==> config.mk <==
export PLATFORM = sky130hd
export DESIGN_NAME = clock_tree_error_monitor
export DESIGN_NICKNAME = d
export VERILOG_FILES = /design/src/include/clock_monitor_pkg.sv /design/src/include/monitor_if.sv /design/src/clock_loss_detector.sv /design/src/clock_tree_error_monitor.sv
export SDC_FILE = /design/constraint.sdc
export NUM_CORES = 1
export LEC_CHECK = 0
export BUFFER_PORTS_ARGS = -buffer_cell sky130_fd_sc_hd__buf_2
export CAP_MARGIN = 0
export CORE_MARGIN = 10
export CORE_UTILIZATION = 50
export CTS_CLUSTER_DIAMETER = 150
export DETAILED_ROUTE_END_ITERATION = 8
export PLACE_DENSITY_LB_ADDON = 0.08
export SLEW_MARGIN = 20
export SYNTH_ARGS = -nofsm -noshare
export SYNTH_HDL_FRONTEND = slang
export SYNTH_SLANG_ARGS = --single-unit
==> constraint.sdc <==
create_clock -name mclk_in -period 23.3 [get_ports mclk_in]
set_input_delay 3.495 -clock mclk_in [delete_from_list [all_inputs] [get_ports mclk_in]]
set_output_delay 3.495 -clock mclk_in [all_outputs]
set_load 0.01 [all_outputs]
==> src/include/clock_monitor_pkg.sv <==
// constants, field layouts and lookup functions for the clock tree and fault monitor
// assumes a single 125 MHz clock-tree input that keeps running while monitored clocks stop
package clock_monitor_pkg;

  // clock-tree input period
  localparam int unsigned CLK_PERIOD_NS = 8;
  localparam int unsigned NS_PER_US = 1000;
  localparam int unsigned CYCLES_PER_US_DEFAULT = NS_PER_US / CLK_PERIOD_NS;

  // register addresses of the byte-wide register port
  localparam logic [7:0] ADDR_SELECT_ENABLE = 8'h00;
  localparam logic [7:0] ADDR_TIMEOUTS = 8'h01;
  localparam logic [7:0] ADDR_MUTE_RAMP = 8'h02;
  localparam logic [7:0] ADDR_FAULT_FLAGS = 8'h03;
  localparam logic [7:0] ADDR_FAULT_MASK = 8'h04;

  // field positions in clock_monitor_select_enable
  localparam int unsigned POS_A_SOURCE = 4;
  localparam int unsigned POS_B_SOURCE = 2;
  localparam int unsigned POS_A_ENABLE = 1;
  localparam int unsigned POS_B_ENABLE = 0;
  // field positions in clock_monitor_timeouts and clock_fault_mute_ramp
  localparam int unsigned POS_A_TIMEOUT = 3;
  localparam int unsigned POS_B_TIMEOUT = 0;
  localparam int unsigned POS_MUTE_RATE = 6;
  // flag bit positions in the sticky flags and mask registers
  localparam int unsigned POS_FLAG_A = 0;
  localparam int unsigned POS_FLAG_B = 1;

  // reset values
  localparam logic [7:0] RST_SELECT_ENABLE = 8'h03;
  localparam logic [7:0] RST_TIMEOUTS = 8'h3f;
  localparam logic [7:0] RST_MUTE_RAMP = 8'h00;
  localparam logic [7:0] RST_FAULT_MASK = 8'h00;

  // monitor b source codes
  localparam logic [1:0] SRC_B_PLAYBACK_MOD = 2'h0;
  localparam logic [1:0] SRC_B_SENSE_MOD = 2'h1;
  localparam logic [1:0] SRC_B_PLL = 2'h2;

  // mute ramp base step and depth of the full mute
  localparam int unsigned MUTE_STEP_BASE_US = 15;
  localparam logic [7:0] MUTE_DEPTH_DB = 8'h64;

  // width of the idle and ramp counters
  localparam int unsigned IDLE_W = 28;
  localparam int unsigned STEP_W = 24;

  // timeout of a 3-bit code, in microseconds
  function automatic int unsigned timeout_us(input logic [2:0] code);
    case (code)
      3'h0: timeout_us = 11000;
      3'h1: timeout_us = 22000;
      3'h2: timeout_us = 44000;
      3'h3: timeout_us = 87000;
      3'h4: timeout_us = 174000;
      3'h5: timeout_us = 350000;
      3'h6: timeout_us = 700000;
      default: timeout_us = 1200000;
    endcase
  endfunction

  // mute ramp step of a 2-bit rate code, in microseconds per dB
  function automatic int unsigned ramp_us(input logic [1:0] code);
    ramp_us = MUTE_STEP_BASE_US << code;
  endfunction

endpackage

==> src/include/monitor_if.sv <==
// bundle between the fault monitor top and one clock-loss detector
// assumes the top drives enable, sample and limit and the detector answers with fault
`timescale 1ns/10ps
interface monitor_if;
  import clock_monitor_pkg::*;
  logic enable;
  logic sample;
  logic [IDLE_W-1:0] limit;
  logic fault;
  modport ctrl (output enable, output sample, output limit, input fault);
  modport det (input enable, input sample, input limit, output fault);
endinterface

==> src/clock_loss_detector.sv <==
// one clock-loss detector: counts reference cycles since the last edge of its sample
// assumes sample is synchronous to clk_in and limit is at least one cycle
`timescale 1ns/10ps
module clock_loss_detector
  import clock_monitor_pkg::*;
(
  input wire logic clk_in,
  input wire logic rst_in,
  monitor_if.det mon
);

  logic prev_reg;
  logic [IDLE_W-1:0] idle_reg;
  logic fault_reg;
  logic activity;

  // either edge of the monitored clock counts as activity
  assign activity = mon.sample != prev_reg;
  assign mon.fault = fault_reg;

  // previous sample for edge detection
  always_ff @(posedge clk_in) begin
    if (rst_in) begin
      prev_reg <= 1'b0;
    end else begin
      prev_reg <= mon.sample;
    end
  end

  // idle counter runs on the free reference so a dead clock still times out; see RULE16
  always_ff @(posedge clk_in) begin
    if (rst_in || !mon.enable || activity) begin
      idle_reg <= '0;
    end else if (idle_reg < mon.limit) begin
      idle_reg <= idle_reg + IDLE_W'(1);
    end
  end

  // fault raised after limit idle cycles, dropped on the first returning edge; see RULE11
  always_ff @(posedge clk_in) begin
    if (rst_in || !mon.enable || activity) begin
      fault_reg <= 1'b0;
    end else if (idle_reg >= mon.limit - IDLE_W'(1)) begin
      fault_reg <= 1'b1;
    end
  end

  a_timeout_exact: assert property (@(posedge clk_in) disable iff (rst_in) // see RULE11
    $rose(fault_reg) |-> $past(idle_reg) == $past(mon.limit) - IDLE_W'(1))
    else $error("fault raised at wrong idle count");

  a_edge_clears: assert property (@(posedge clk_in) disable iff (rst_in) // see RULE15
    (mon.enable && activity) |=> !fault_reg && idle_reg == '0)
    else $error("activity did not clear the detector");

  a_disabled_quiet: assert property (@(posedge clk_in) disable iff (rst_in) // see RULE6
    !mon.enable |=> !fault_reg)
    else $error("disabled detector raised a fault");

endmodule

==> src/clock_tree_error_monitor.sv <==
// clock tree dividers, two clock-loss detectors, fault mute ramp and sticky fault flags
// assumes mclk_in is the clock-tree input and free-running; register port sits behind
// an i2c slave engine outside this block, one byte per access
//
// How it works
// RULE1: host programs the pll output to 1024 times the sample rate.
// RULE2: half-rate node is input over 2, both modulator clocks input over 16.
// RULE3: two independent loss detectors; either one soft-mutes playback.
// RULE4: monitor a watches serial audio clock (0, default) or density clock (1).
// RULE5: monitor b watches playback mod, sense mod or pll clock; 11 reserved.
// RULE6: bit 1 enables monitor a, bit 0 monitor b; both enabled at reset.
// RULE7: host enables or disables both detectors together.
// RULE8: host should normally keep both detectors disabled.
// RULE9: host turns off idle-channel detection while detectors are enabled.
// RULE10: host writes page 0x32, four zeros from 0x6c, then page 0.
// RULE11: a detector faults when its clock is idle longer than its timeout.
// RULE12: 3-bit timeout code selects 11 ms up to 1.2 s, default 1.2 s.
// RULE13: fault ramps playback down at 15, 30, 60 or 120 us per dB.
// RULE14: each fault sets a sticky flag; interrupt pin only when masked in.
// RULE15: on clock return playback ramps back up without a pop.
// RULE16: timeouts are measured on a reference that runs when monitored clocks stop.
`timescale 1ns/10ps
module clock_tree_error_monitor
  import clock_monitor_pkg::*;
#(
  parameter int unsigned CYCLES_PER_US = CYCLES_PER_US_DEFAULT
) (
  input wire logic mclk_in,
  input wire logic rst_in,
  input wire logic serial_audio_clock_in,
  input wire logic density_mod_clock_in,
  input wire logic pll_clock_in,
  input wire logic [7:0] reg_addr_in,
  input wire logic [7:0] reg_wdata_in,
  input wire logic reg_wr_in,
  input wire logic reg_rd_in,
  output logic [7:0] reg_rdata_out,
  output logic half_rate_node_out,
  output logic playback_modulator_clock_out,
  output logic sense_modulator_clock_out,
  output logic [7:0] mute_atten_db_out,
  output logic playback_mute_out,
  output logic irq_out
);

  typedef enum logic [1:0] {ST_RUN, ST_DOWN, ST_MUTED, ST_UP} mute_state_t;

  logic [3:0] div_cnt_reg;
  logic [7:0] select_enable_reg;
  logic [7:0] timeouts_reg;
  logic [7:0] mute_ramp_reg;
  logic [7:0] fault_mask_reg;
  logic [1:0] fault_flags_reg;
  logic [1:0] fault_prev_reg;
  logic [STEP_W-1:0] step_cnt_reg;
  logic [STEP_W-1:0] step_cycles;
  logic step_tick;
  mute_state_t state_reg;
  logic [1:0] fault_now;
  logic [1:0] fault_rise;
  logic any_fault;
  logic flags_read;
  logic [1:0] b_source;
  logic b_sample;

  monitor_if mon_a ();
  monitor_if mon_b ();

  // free-running divider; bit 0 is the half-rate node, bit 3 the modulator rate
  always_ff @(posedge mclk_in) begin
    if (rst_in) begin
      div_cnt_reg <= 4'h0;
    end else begin
      div_cnt_reg <= div_cnt_reg + 4'h1; // see RULE2
    end
  end

  // outputs taken straight from the divider flops; both modulator clocks share one stage
  assign half_rate_node_out = div_cnt_reg[0];
  assign playback_modulator_clock_out = div_cnt_reg[3];
  assign sense_modulator_clock_out = div_cnt_reg[3];

  // register writes; bits without a field stay zero
  always_ff @(posedge mclk_in) begin
    if (rst_in) begin
      select_enable_reg <= RST_SELECT_ENABLE;
      timeouts_reg <= RST_TIMEOUTS;
      mute_ramp_reg <= RST_MUTE_RAMP;
      fault_mask_reg <= RST_FAULT_MASK;
    end else if (reg_wr_in) begin
      case (reg_addr_in)
        ADDR_SELECT_ENABLE: select_enable_reg <= reg_wdata_in & 8'h1f; // see RULE6
        ADDR_TIMEOUTS: timeouts_reg <= reg_wdata_in & 8'h3f;
        ADDR_MUTE_RAMP: mute_ramp_reg <= reg_wdata_in & 8'hc0;
        ADDR_FAULT_MASK: fault_mask_reg <= reg_wdata_in & 8'h03;
        default: ;
      endcase
    end
  end

  // monitor a: serial audio clock or density clock; see RULE4
  assign mon_a.sample = select_enable_reg[POS_A_SOURCE] ? density_mod_clock_in
                                                        : serial_audio_clock_in;
  assign mon_a.enable = select_enable_reg[POS_A_ENABLE];
  assign mon_a.limit = IDLE_W'(timeout_us(timeouts_reg[POS_A_TIMEOUT +: 3]) * CYCLES_PER_US);

  // monitor b: internal clocks; the reserved code switches the detector off
  assign b_source = select_enable_reg[POS_B_SOURCE +: 2];
  always_comb begin
    case (b_source) // see RULE5
      SRC_B_PLAYBACK_MOD: b_sample = div_cnt_reg[3];
      SRC_B_SENSE_MOD: b_sample = div_cnt_reg[3];
      SRC_B_PLL: b_sample = pll_clock_in;
      default: b_sample = 1'b0;
    endcase
  end
  assign mon_b.sample = b_sample;
  assign mon_b.enable = select_enable_reg[POS_B_ENABLE] && (b_source != 2'h3);
  // see RULE12
  assign mon_b.limit = IDLE_W'(timeout_us(timeouts_reg[POS_B_TIMEOUT +: 3]) * CYCLES_PER_US);

  // two independent detectors on the same free reference; see RULE3
  clock_loss_detector det_a (
    .clk_in(mclk_in),
    .rst_in(rst_in),
    .mon(mon_a)
  );

  clock_loss_detector det_b (
    .clk_in(mclk_in),
    .rst_in(rst_in),
    .mon(mon_b)
  );

  assign fault_now = {mon_b.fault, mon_a.fault};
  assign any_fault = |fault_now;
  assign fault_rise = fault_now & ~fault_prev_reg;
  assign flags_read = reg_rd_in && (reg_addr_in == ADDR_FAULT_FLAGS);

  // edge memory so each fault sets its flag once
  always_ff @(posedge mclk_in) begin
    if (rst_in) begin
      fault_prev_reg <= 2'h0;
    end else begin
      fault_prev_reg <= fault_now;
    end
  end

  // sticky flags clear on read; a fault in the read cycle wins over the clear
  always_ff @(posedge mclk_in) begin
    if (rst_in) begin
      fault_flags_reg <= 2'h0;
    end else begin
      fault_flags_reg <= (flags_read ? 2'h0 : fault_flags_reg) | fault_rise; // see RULE14
    end
  end

  // interrupt pin only for flags whose mask bit is set
  always_ff @(posedge mclk_in) begin
    if (rst_in) begin
      irq_out <= 1'b0;
    end else begin
      irq_out <= |(fault_flags_reg & fault_mask_reg[1:0]); // see RULE14
    end
  end

  // register reads, registered; unmapped addresses read zero
  always_ff @(posedge mclk_in) begin
    if (rst_in) begin
      reg_rdata_out <= 8'h00;
    end else if (reg_rd_in) begin
      case (reg_addr_in)
        ADDR_SELECT_ENABLE: reg_rdata_out <= select_enable_reg;
        ADDR_TIMEOUTS: reg_rdata_out <= timeouts_reg;
        ADDR_MUTE_RAMP: reg_rdata_out <= mute_ramp_reg;
        ADDR_FAULT_FLAGS: reg_rdata_out <= {6'h00, fault_flags_reg};
        ADDR_FAULT_MASK: reg_rdata_out <= fault_mask_reg;
        default: reg_rdata_out <= 8'h00;
      endcase
    end
  end

  // ramp step timer: one dB step per selected interval, only while ramping
  assign step_cycles = STEP_W'(ramp_us(mute_ramp_reg[POS_MUTE_RATE +: 2]) * CYCLES_PER_US);
  assign step_tick = step_cnt_reg >= step_cycles - STEP_W'(1);

  always_ff @(posedge mclk_in) begin
    if (rst_in || state_reg == ST_RUN || state_reg == ST_MUTED || step_tick) begin
      step_cnt_reg <= '0;
    end else begin
      step_cnt_reg <= step_cnt_reg + STEP_W'(1); // see RULE13
    end
  end

  // mute sequencer; ramping in dB steps both ways keeps the gain change free of clicks
  always_ff @(posedge mclk_in) begin
    if (rst_in) begin
      state_reg <= ST_RUN;
      mute_atten_db_out <= 8'h00;
      playback_mute_out <= 1'b0;
    end else begin
      case (state_reg)
        ST_RUN: begin
          if (any_fault) begin
            state_reg <= ST_DOWN; // see RULE3
            playback_mute_out <= 1'b1;
          end
        end
        ST_DOWN: begin
          if (!any_fault) begin
            state_reg <= ST_UP;
          end else if (mute_atten_db_out >= MUTE_DEPTH_DB) begin
            state_reg <= ST_MUTED; // re-entry from the up ramp at full depth must not overshoot
          end else if (step_tick) begin
            mute_atten_db_out <= mute_atten_db_out + 8'h01; // see RULE13
            if (mute_atten_db_out == MUTE_DEPTH_DB - 8'h01) begin
              state_reg <= ST_MUTED;
            end
          end
        end
        ST_MUTED: begin
          if (!any_fault) begin
            state_reg <= ST_UP; // see RULE15
          end
        end
        ST_UP: begin
          if (any_fault) begin
            state_reg <= ST_DOWN;
          end else if (mute_atten_db_out == 8'h00) begin
            state_reg <= ST_RUN;
            playback_mute_out <= 1'b0;
          end else if (step_tick) begin
            mute_atten_db_out <= mute_atten_db_out - 8'h01; // see RULE15
          end
        end
        default: begin
          state_reg <= ST_RUN;
        end
      endcase
    end
  end

  a_half_rate_toggle: assert property (@(posedge mclk_in) disable iff (rst_in) // see RULE2
    !$past(rst_in) |-> half_rate_node_out != $past(half_rate_node_out))
    else $error("half-rate node did not toggle");

  a_mod_high_eight: assert property (@(posedge mclk_in) disable iff (rst_in) // see RULE2
    $rose(playback_modulator_clock_out) |-> playback_modulator_clock_out[*8] ##1
      !playback_modulator_clock_out)
    else $error("modulator clock high phase not eight cycles");

  a_fault_mutes: assert property (@(posedge mclk_in) disable iff (rst_in) // see RULE3
    (state_reg == ST_RUN && any_fault) |=> state_reg == ST_DOWN && playback_mute_out)
    else $error("fault did not start the mute ramp");

  a_source_a_select: assert property (@(posedge mclk_in) disable iff (rst_in) // see RULE4
    (select_enable_reg[POS_A_SOURCE] == 1'b0) |-> mon_a.sample == serial_audio_clock_in)
    else $error("monitor a not on serial audio clock");

  a_reserved_off: assert property (@(posedge mclk_in) disable iff (rst_in) // see RULE5
    (b_source == 2'h3) [*2] |-> !mon_b.fault)
    else $error("reserved source raised a fault");

  a_flag_sticky: assert property (@(posedge mclk_in) disable iff (rst_in) // see RULE14
    $rose(mon_a.fault) |=> fault_flags_reg[POS_FLAG_A] ##1 fault_flags_reg[POS_FLAG_A] || 
      $past(flags_read))
    else $error("fault flag not set or not held");

  a_irq_gated: assert property (@(posedge mclk_in) disable iff (rst_in) // see RULE14
    ((fault_flags_reg & fault_mask_reg[1:0]) == 2'h0) |=> !irq_out)
    else $error("interrupt without a masked-in flag");

  a_ramp_step: assert property (@(posedge mclk_in) disable iff (rst_in) // see RULE13
    (mute_atten_db_out != $past(mute_atten_db_out)) |-> $past(step_tick))
    else $error("attenuation moved without a step tick");

  a_unmute_return: assert property (@(posedge mclk_in) disable iff (rst_in) // see RULE15
    (state_reg == ST_MUTED && !any_fault) |=> state_reg == ST_UP ##1
      mute_atten_db_out <= MUTE_DEPTH_DB)
    else $error("clock return did not start the un-mute");

  // mute sequencer bounds and fault to flag to pin path
  a_atten_bounded: assert property (@(posedge mclk_in) disable iff (rst_in) // see RULE13
    mute_atten_db_out <= MUTE_DEPTH_DB)
    else $error("attenuation beyond full mute depth");

  a_depth_reached: assert property (@(posedge mclk_in) disable iff (rst_in) // see RULE13
    (state_reg == ST_DOWN && any_fault && step_tick && mute_atten_db_out == MUTE_DEPTH_DB - 8'h01)
      |=> state_reg == ST_MUTED && mute_atten_db_out == MUTE_DEPTH_DB)
    else $error("ramp did not stop at full depth");

  a_mute_held: assert property (@(posedge mclk_in) disable iff (rst_in) // see RULE3
    (state_reg != ST_RUN) |-> playback_mute_out)
    else $error("mute dropped before the un-mute finished");

  a_run_unmuted: assert property (@(posedge mclk_in) disable iff (rst_in) // see RULE15
    (state_reg == ST_RUN) |-> !playback_mute_out && mute_atten_db_out == 8'h00)
    else $error("normal run with mute or attenuation left");

  a_flag_b_set: assert property (@(posedge mclk_in) disable iff (rst_in) // see RULE14
    $rose(mon_b.fault) |=> fault_flags_reg[POS_FLAG_B])
    else $error("monitor b fault did not set its flag");

  a_irq_follows: assert property (@(posedge mclk_in) disable iff (rst_in) // see RULE14
    ((fault_flags_reg & fault_mask_reg[1:0]) != 2'h0) |=> irq_out)
    else $error("masked-in flag did not raise the interrupt");

endmodule

==> results of run 1 <==
## logic make-up (layout without fill, tap and decap cells)
family	Yosys count	count (layout)	synth area share [%]
compound gates	398	398	17.01
xor+xnor	144	144	8.030
fa+ha+maj	338	338	29.60
buf+inv	228	248	5.656
flops	127	127	16.19
mux	58	58	3.832
other cells	2	11	0.04782
simple gates	615	615	19.64
## per-stage QoR
step | hold WS, ns | power, uW | area, um2 | std cells | util (%)
after detailed placement | 0.4590 | 294.9 | 16250 | 2303 | 52.72
final | 0.4740 | 591.1 | 16920 | 2335 | 54.89
after CTS | 0.4733 | 596.0 | 16920 | 2335 | 54.87
after global placement | 0.4426 | 293.8 | 16250 | 2303 | 52.72
after global routing | 0.5206 | 615.5 | 16920 | 2335 | 54.89
after floorplan | 0.4411 | 278.0 | 15740 | 1919 | -
## where the power goes
part	switching, uW	total [uW]	internal, uW	leakage (uW)
Combinational	42.2	68.7	26.6	0.00699
Clock	109	300	192	0.000320
Sequential	2.50	222	220	0.00102
Total	153	591	438	0.00834
## routing by layer
layer	up-vias	GRT usage, %	wire length [um]
met1	6331	29.97	20330
met4	0	5.155	618
met5	-	0	0
li1	6774	-	-
met2	291	31.62	17090
met3	38	2.641	1840
## cell type report
cell class / instances / area (um2) / share of cell area (%)
Sequential cell: 127 / 2542 / 15.02
Tap cell: 396 / 495.5 / 2.928
Inverter: 165 / 621.8 / 3.674
Timing Repair Buffer: 51 / 275.3 / 1.627
Multi-Input combinational cell: 1564 / 12330 / 72.85
Clock inverter: 15 / 235.2 / 1.390
Clock buffer: 17 / 425.4 / 2.514
## worst max-delay path, delay by kind of cell, from the launching register on
family                   cells  cell delay (ns)
flip-flops                   1             0.92
buffers and inverters        3             0.23
XOR/XNOR                     2             0.38
AND/OR/NAND/NOR             12             2.72
multiplexers                 1             0.35
AO/OA/AOI/OAI                6             1.78
adder cells (fa/ha/maj)      7             2.86
## how the worst min path moves through the flow
| stage | from | endpoint | slack, ns | depth (start not counted) |
|---|---|---|---|---|
| after floorplan | step_cnt_reg[0] | step_cnt_reg[0] | 0.44 | 1 |
| after global placement | div_cnt_reg[0] | div_cnt_reg[0] | 0.44 | 1 |
| after detailed placement | div_cnt_reg[0] | div_cnt_reg[0] | 0.46 | 1 |
| after CTS | div_cnt_reg[0] | div_cnt_reg[0] | 0.47 | 1 |
| after global routing | det_a.idle_reg[1] | det_a.idle_reg[1] | 0.52 | 2 |
| final | div_cnt_reg[0] | div_cnt_reg[0] | 0.47 | 1 |
## cells in the final DEF, fill, tap and decap left out, drive strengths merged, types with 8 or more instances in the layout
cell / synthesis / final
a2111oi: 8 / 8
a211oi: 14 / 14
a21o: 50 / 50
a21oi: 115 / 115
a22oi: 8 / 8
a31oi: 17 / 17
a41o: 15 / 15
and2: 9 / 9
and3: 29 / 29
and4: 11 / 11
buf: 15 / 51
clkbuf: 48 / 17
clkinv: 2 / 8
conb: 2 / 11
dfxtp: 127 / 127
fa: 56 / 56
ha: 282 / 282
inv: 163 / 166
mux2: 8 / 8
mux2i: 50 / 50
nand2: 173 / 173
nand2b: 44 / 44
nand3: 58 / 58
nand4: 42 / 42
nor2: 138 / 138
nor2b: 17 / 17
nor3: 22 / 22
nor4: 11 / 11
o21a: 20 / 20
o21ai: 69 / 69
o21bai: 11 / 11
o31ai: 13 / 13
or2: 19 / 19
or3: 13 / 13
xnor2: 84 / 84
xor2: 60 / 60
==> results.toml, run 1 <==
[grt]
grt_pass1_vias = 12860
overflow = 0
grt_max_degree = 51
grt_pass1_wl_um = 66520
grtUsageTotal_pct = 20.68
grt_antenna_before_repair = 0

[layout]
nFillCells = 2928
nNetsFinal = 2287
area_growth_pct = 7.751
diodes = 0
layout-drive-gt1-share_pct = 6.859

[sta]
worstMarginPinSlew_ns = 1.029
setup-violations-final = 0
finalHoldViolations = 0
slew_viol_final = 0
period_share_pct = 40.25
skew_ns = 0.01320
rsz0062_at_grt = "no"
max_slew_margin_pct = 31.40
tns_ns = 0
clock.fmax_mhz = 106.6
timing.final.crit_period_ns = 9.379
worst_slack_ns = 13.92

[detailed_routing]
antenna_left = 0
via_count = 13430
drtPass1Iterations = 5
viasPerCell = 5.753
wl_per_cell_um = 17.08
drt_iter0_markers = 960
routed_wl_um = 39870
drc = 0

[floorplan]
ios = 44
die-area_um2 = 38900
die_y_um = 197.2
initial_core_util_pct = 50.95
die_w_um = 197.2
rows = 64
placeableCoreArea_um2 = 30830

[critical_path]
crit_type = "flip-flop to flip-flop"
cp-end-kind = "flip-flop"
cp_slowest_cell = "dfxtp_1"
reg2reg_depth = 31
max_stage_delay_ns = 0.92
regToRegSetupSlack_ns = 13.92
cp-startpoint = "timeouts_reg[5]"
crit_arrival_ns = 9.70
crit_end = "det_a.idle_reg[7]"
worstPathMaxFanout = 26
path_common_cell = "ha_1"
reg2reg_to = "det_a.idle_reg[7]"
r2r_start = "timeouts_reg[5]"
critPathLaunchType = "flip-flop"
cp.required_ns = 23.62

[synthesis]
syn_area_um2 = 15710
synth_area_leaders = "ha_1 (22%), dfxtp_1 (16%), fa_1 (7.1%)"
postSynth.asyncResetShare_pct = 0
synth_seq_cells = 127
syn_area_per_cell_um2 = 8.223
synthFlopType = "dfxtp_1"
yosys.area.top_type_share_pct = 22.46
synth_common_cells = "ha_1 (282), nand2_1 (172), inv_1 (162), nor2_1 (138), dfxtp_1 (127)"
synth_top_cell_by_area = "ha_1"
synth.most_common_cell = "ha_1"
yosysUniqueCellTypes = 81
yosysWarnings = 0
synth_edf_count = 0
synth_cells = 1910
seq_area_frac_synth_pct = 16.19

[pwr]
p_leak_uw = 0.008339
vdd_drop_max_mv = 0.04173
p_per_area_nw_per_um2 = 34.93

[clock_tree]
cts_tree = "built"
cts_setup_buffers = 0
numCtsBuffers = 17
holdBufCountCts = 0
insertion_delay_ns = 0.43
cts_resized = 0
cts-root-buf = "clkbuf_16"
h-tree-depth = 4
path_clk_slew_ns = 0.07
cts.path.max_buffers = 2
cts_sinks = 127

[flow_run]
maxCapViolCount = 0

[placement]
io_buffers = 43
routabilityCongestion = 0.8633
place_ws_ns = 13.96
hpwlAfterDp_um = 31940

[outcome]
status = "completed"

[min_path]
hold_path.class = "flip-flop to flip-flop"
(Power assumes the default switching activity.)
==> inputs of run 2 (changes only) <==
--- a/config.mk
+++ b/config.mk
@@ -5,6 +5,7 @@
 export SDC_FILE = /design/constraint.sdc
 export NUM_CORES = 1
 export LEC_CHECK = 0
+export ABC_AREA = 1
 export BUFFER_PORTS_ARGS = -buffer_cell sky130_fd_sc_hd__buf_2
 export CAP_MARGIN = 0
 export CORE_MARGIN = 10
==> constraint.sdc (replaced) <==
create_clock -name mclk_in -period 9.5 [get_ports mclk_in]
set_input_delay 1.425 -clock mclk_in [delete_from_list [all_inputs] [get_ports mclk_in]]
set_output_delay 1.425 -clock mclk_in [all_outputs]
set_load 0.01 [all_outputs]
==> results.toml, run 2 <==
[synthesis]
synth_top_cell_by_area = "ha_1"
synthFlopType = "dfxtp_1"
seq_area_frac_synth_pct = 15.79
yosysWarnings = 0
syn_area_per_cell_um2 = 7.242
syn_area_um2 = 16110
synth_area_leaders = "ha_1 (22%), dfxtp_1 (16%), nand2_1 (9.2%)"
synth_edf_count = 0
synth_seq_cells = 127
yosysUniqueCellTypes = 60
postSynth.asyncResetShare_pct = 0
yosys.area.top_type_share_pct = 21.91
synth.most_common_cell = "nand2_1"
synth_cells = 2224
synth_common_cells = "nand2_1 (396), inv_1 (322), ha_1 (282), nor2_1 (182), a21oi_1 (174)"

[placement]
routabilityCongestion = 0.9493
io_buffers = 43
post_dp_cell_area_um2 = 16640
hpwlAfterDp_um = 33750

[clock_tree]
holdBufCountCts = 0
cts-root-buf = "clkbuf_16"
cts_tree = "built"
cts.path.max_buffers = 2
cts_sinks = 127
insertion_delay_ns = 0.45
h-tree-depth = 4
cts_setup_buffers = 0
numCtsBuffers = 17
cts_resized = 0
path_clk_slew_ns = 0.06

[critical_path]
critPathBufInv = 7
cp.required_ns = 9.81
crit_arrival_ns = 8.73
path_common_cell = "inv_1"
critPathLaunchType = "flip-flop"
max_stage_delay_ns = 0.63
worstPathMaxFanout = 30
crit_type = "flip-flop to flip-flop"
critPathTopFamily = "adder cells"
cp_slowest_cell = "dfxtp_1"
cp-end-kind = "flip-flop"

[sta]
timing.final.crit_period_ns = 8.419
max_slew_margin_pct = 34.02
clock.fmax_mhz = 118.8
finalHoldViolations = 0
slew_viol_final = 0
worstMarginPinSlew_ns = 0.9794
tns_ns = 0
setup-violations-final = 0
period_share_pct = 88.62
skew_ns = 0.005866
rsz0062_at_grt = "no"

[detailed_routing]
drtPass1Iterations = 5
viasPerCell = 5.381
drt_iter0_markers = 875
drc = 0
antenna_left = 0
routed_wl_um = 41070
via_count = 14370
wl_per_cell_um = 15.37

[outcome]
status = "completed"

[grt]
grt_pass1_wl_um = 68600
grt.busiest_layer = "met2"
met1_usage_pct = 25.99
grt_antenna_before_repair = 0
overflow = 0
grt_use_met2_pct = 36.82
grt_max_degree = 31
met3_usage_pct = 3.028
grt_pass1_vias = 14120
grtUsageTotal_pct = 21.09

[pwr]
power.share.clock_pct = 49.4
vdd_drop_max_mv = 0.1289
seq_power_share_pct = 37.6
pwr-share-comb_pct = 12.9
p_int_uw = 1075
p_per_area_nw_per_um2 = 84.36
p_leak_uw = 0.008301
p_switching_uw = 382.7
switching_share_pct = 26.25

[layout]
final_common_cell = "nand2_1"
regArea_um2 = 2542
final_area_um2 = 17280
area_growth_pct = 7.287
layout_common_cells = "nand2_1 (396), inv_1 (322), ha_1 (282), nor2_1 (182), a21oi_1 (174)"
diodes = 0
nFillCells = 3102
nNetsFinal = 2618
layout-drive-gt1-share_pct = 5.377
multi_input_area_um2 = 12090

[floorplan]
die_y_um = 199.5
die_w_um = 199.5
ios = 44
die-area_um2 = 39790
placeableCoreArea_um2 = 31640
initial_core_util_pct = 50.91
rows = 65

[min_path]
hold_path.class = "flip-flop to flip-flop"

[flow_run]
maxCapViolCount = 0
run 2: changes by cell type in the layout (fill, tap and decap cells not counted), moves of 17 or more:
cell,change
nand2_1,+224
inv_1,+160
a21oi_1,+59
xor2_1,+50
mux2i_1,-49
nand2b_1,-44
nand4_1,+44
nor2_1,+44
nor3_1,+42
a21o_1,-39
and3_1,-27
o21a_1,-20
xnor2_1,-18
nand3_1,+17
run 2: layout make-up:
type,instances,area share (%)
multi-input combinational,1729,69.94
timing repair buffer,48,1.463
inverter,334,7.299
sequential,127,14.71
clock inverter,12,1.108
tap,402,2.911
clock buffer,19,2.563
run 2: per-layer routing:
layer  vias up  wire (um)
met5         -          0
li1       7444          -
met1      6651      18630
met3        61       1194
met4         0        935
met2       216      20300
run 2: kinds of logic after synthesis:
group / count (synthesis) / synth area share (%)
other: 2 / 0.04663
AO/OA/AOI/OAI: 333 / 11.86
multiplexers: 1 / 0.06215
AND/OR/NAND/NOR: 870 / 24.39
adder cells (fa/ha/maj): 338 / 28.87
flip-flops: 127 / 15.79
XOR/XNOR: 176 / 9.571
buffers and inverters: 377 / 9.416
run 2: final timing paths:
| kind | from | end | slack [ns] | cells after the start |
|---|---|---|---|---|
| max | timeouts_reg[3] | det_a.idle_reg[24] | 1.08 | 37 |
| min | fault_prev_reg[1] | fault_flags_reg[1] | 0.42 | 1 |
| max reg2reg | timeouts_reg[3] | det_a.idle_reg[24] | 1.08 | 37 |
| min reg2reg | fault_prev_reg[1] | fault_flags_reg[1] | 0.42 | 1 |
run 2: power by group through the flow:
stage | sequential [uW] | combinational, uW | clock (uW)
final | 549 | 188 | 721
after global routing | 551 | 219 | 756
after CTS | 549 | 188 | 732
after detailed placement | 561 | 186 | 0
after global placement | 560 | 183 | 0
after floorplan | 559 | 143 | 0
run 2: metrics by stage:
stage	hold slack, ns	total power [uW]	utilization, %	setup WS, ns	cells
4_1_cts	0.4258	1470	54.60	1.100	2671
3_3_place_gp	0.4096	743.6	52.60	1.384	2640
2_1_floorplan	0.3982	702.5	-	2.583	2233
5_1_grt	0.4536	1525	54.62	0.2849	2671
6_report	0.4225	1458	54.62	1.081	2671
3_5_place_dp	0.4170	746.9	52.60	1.116	2640
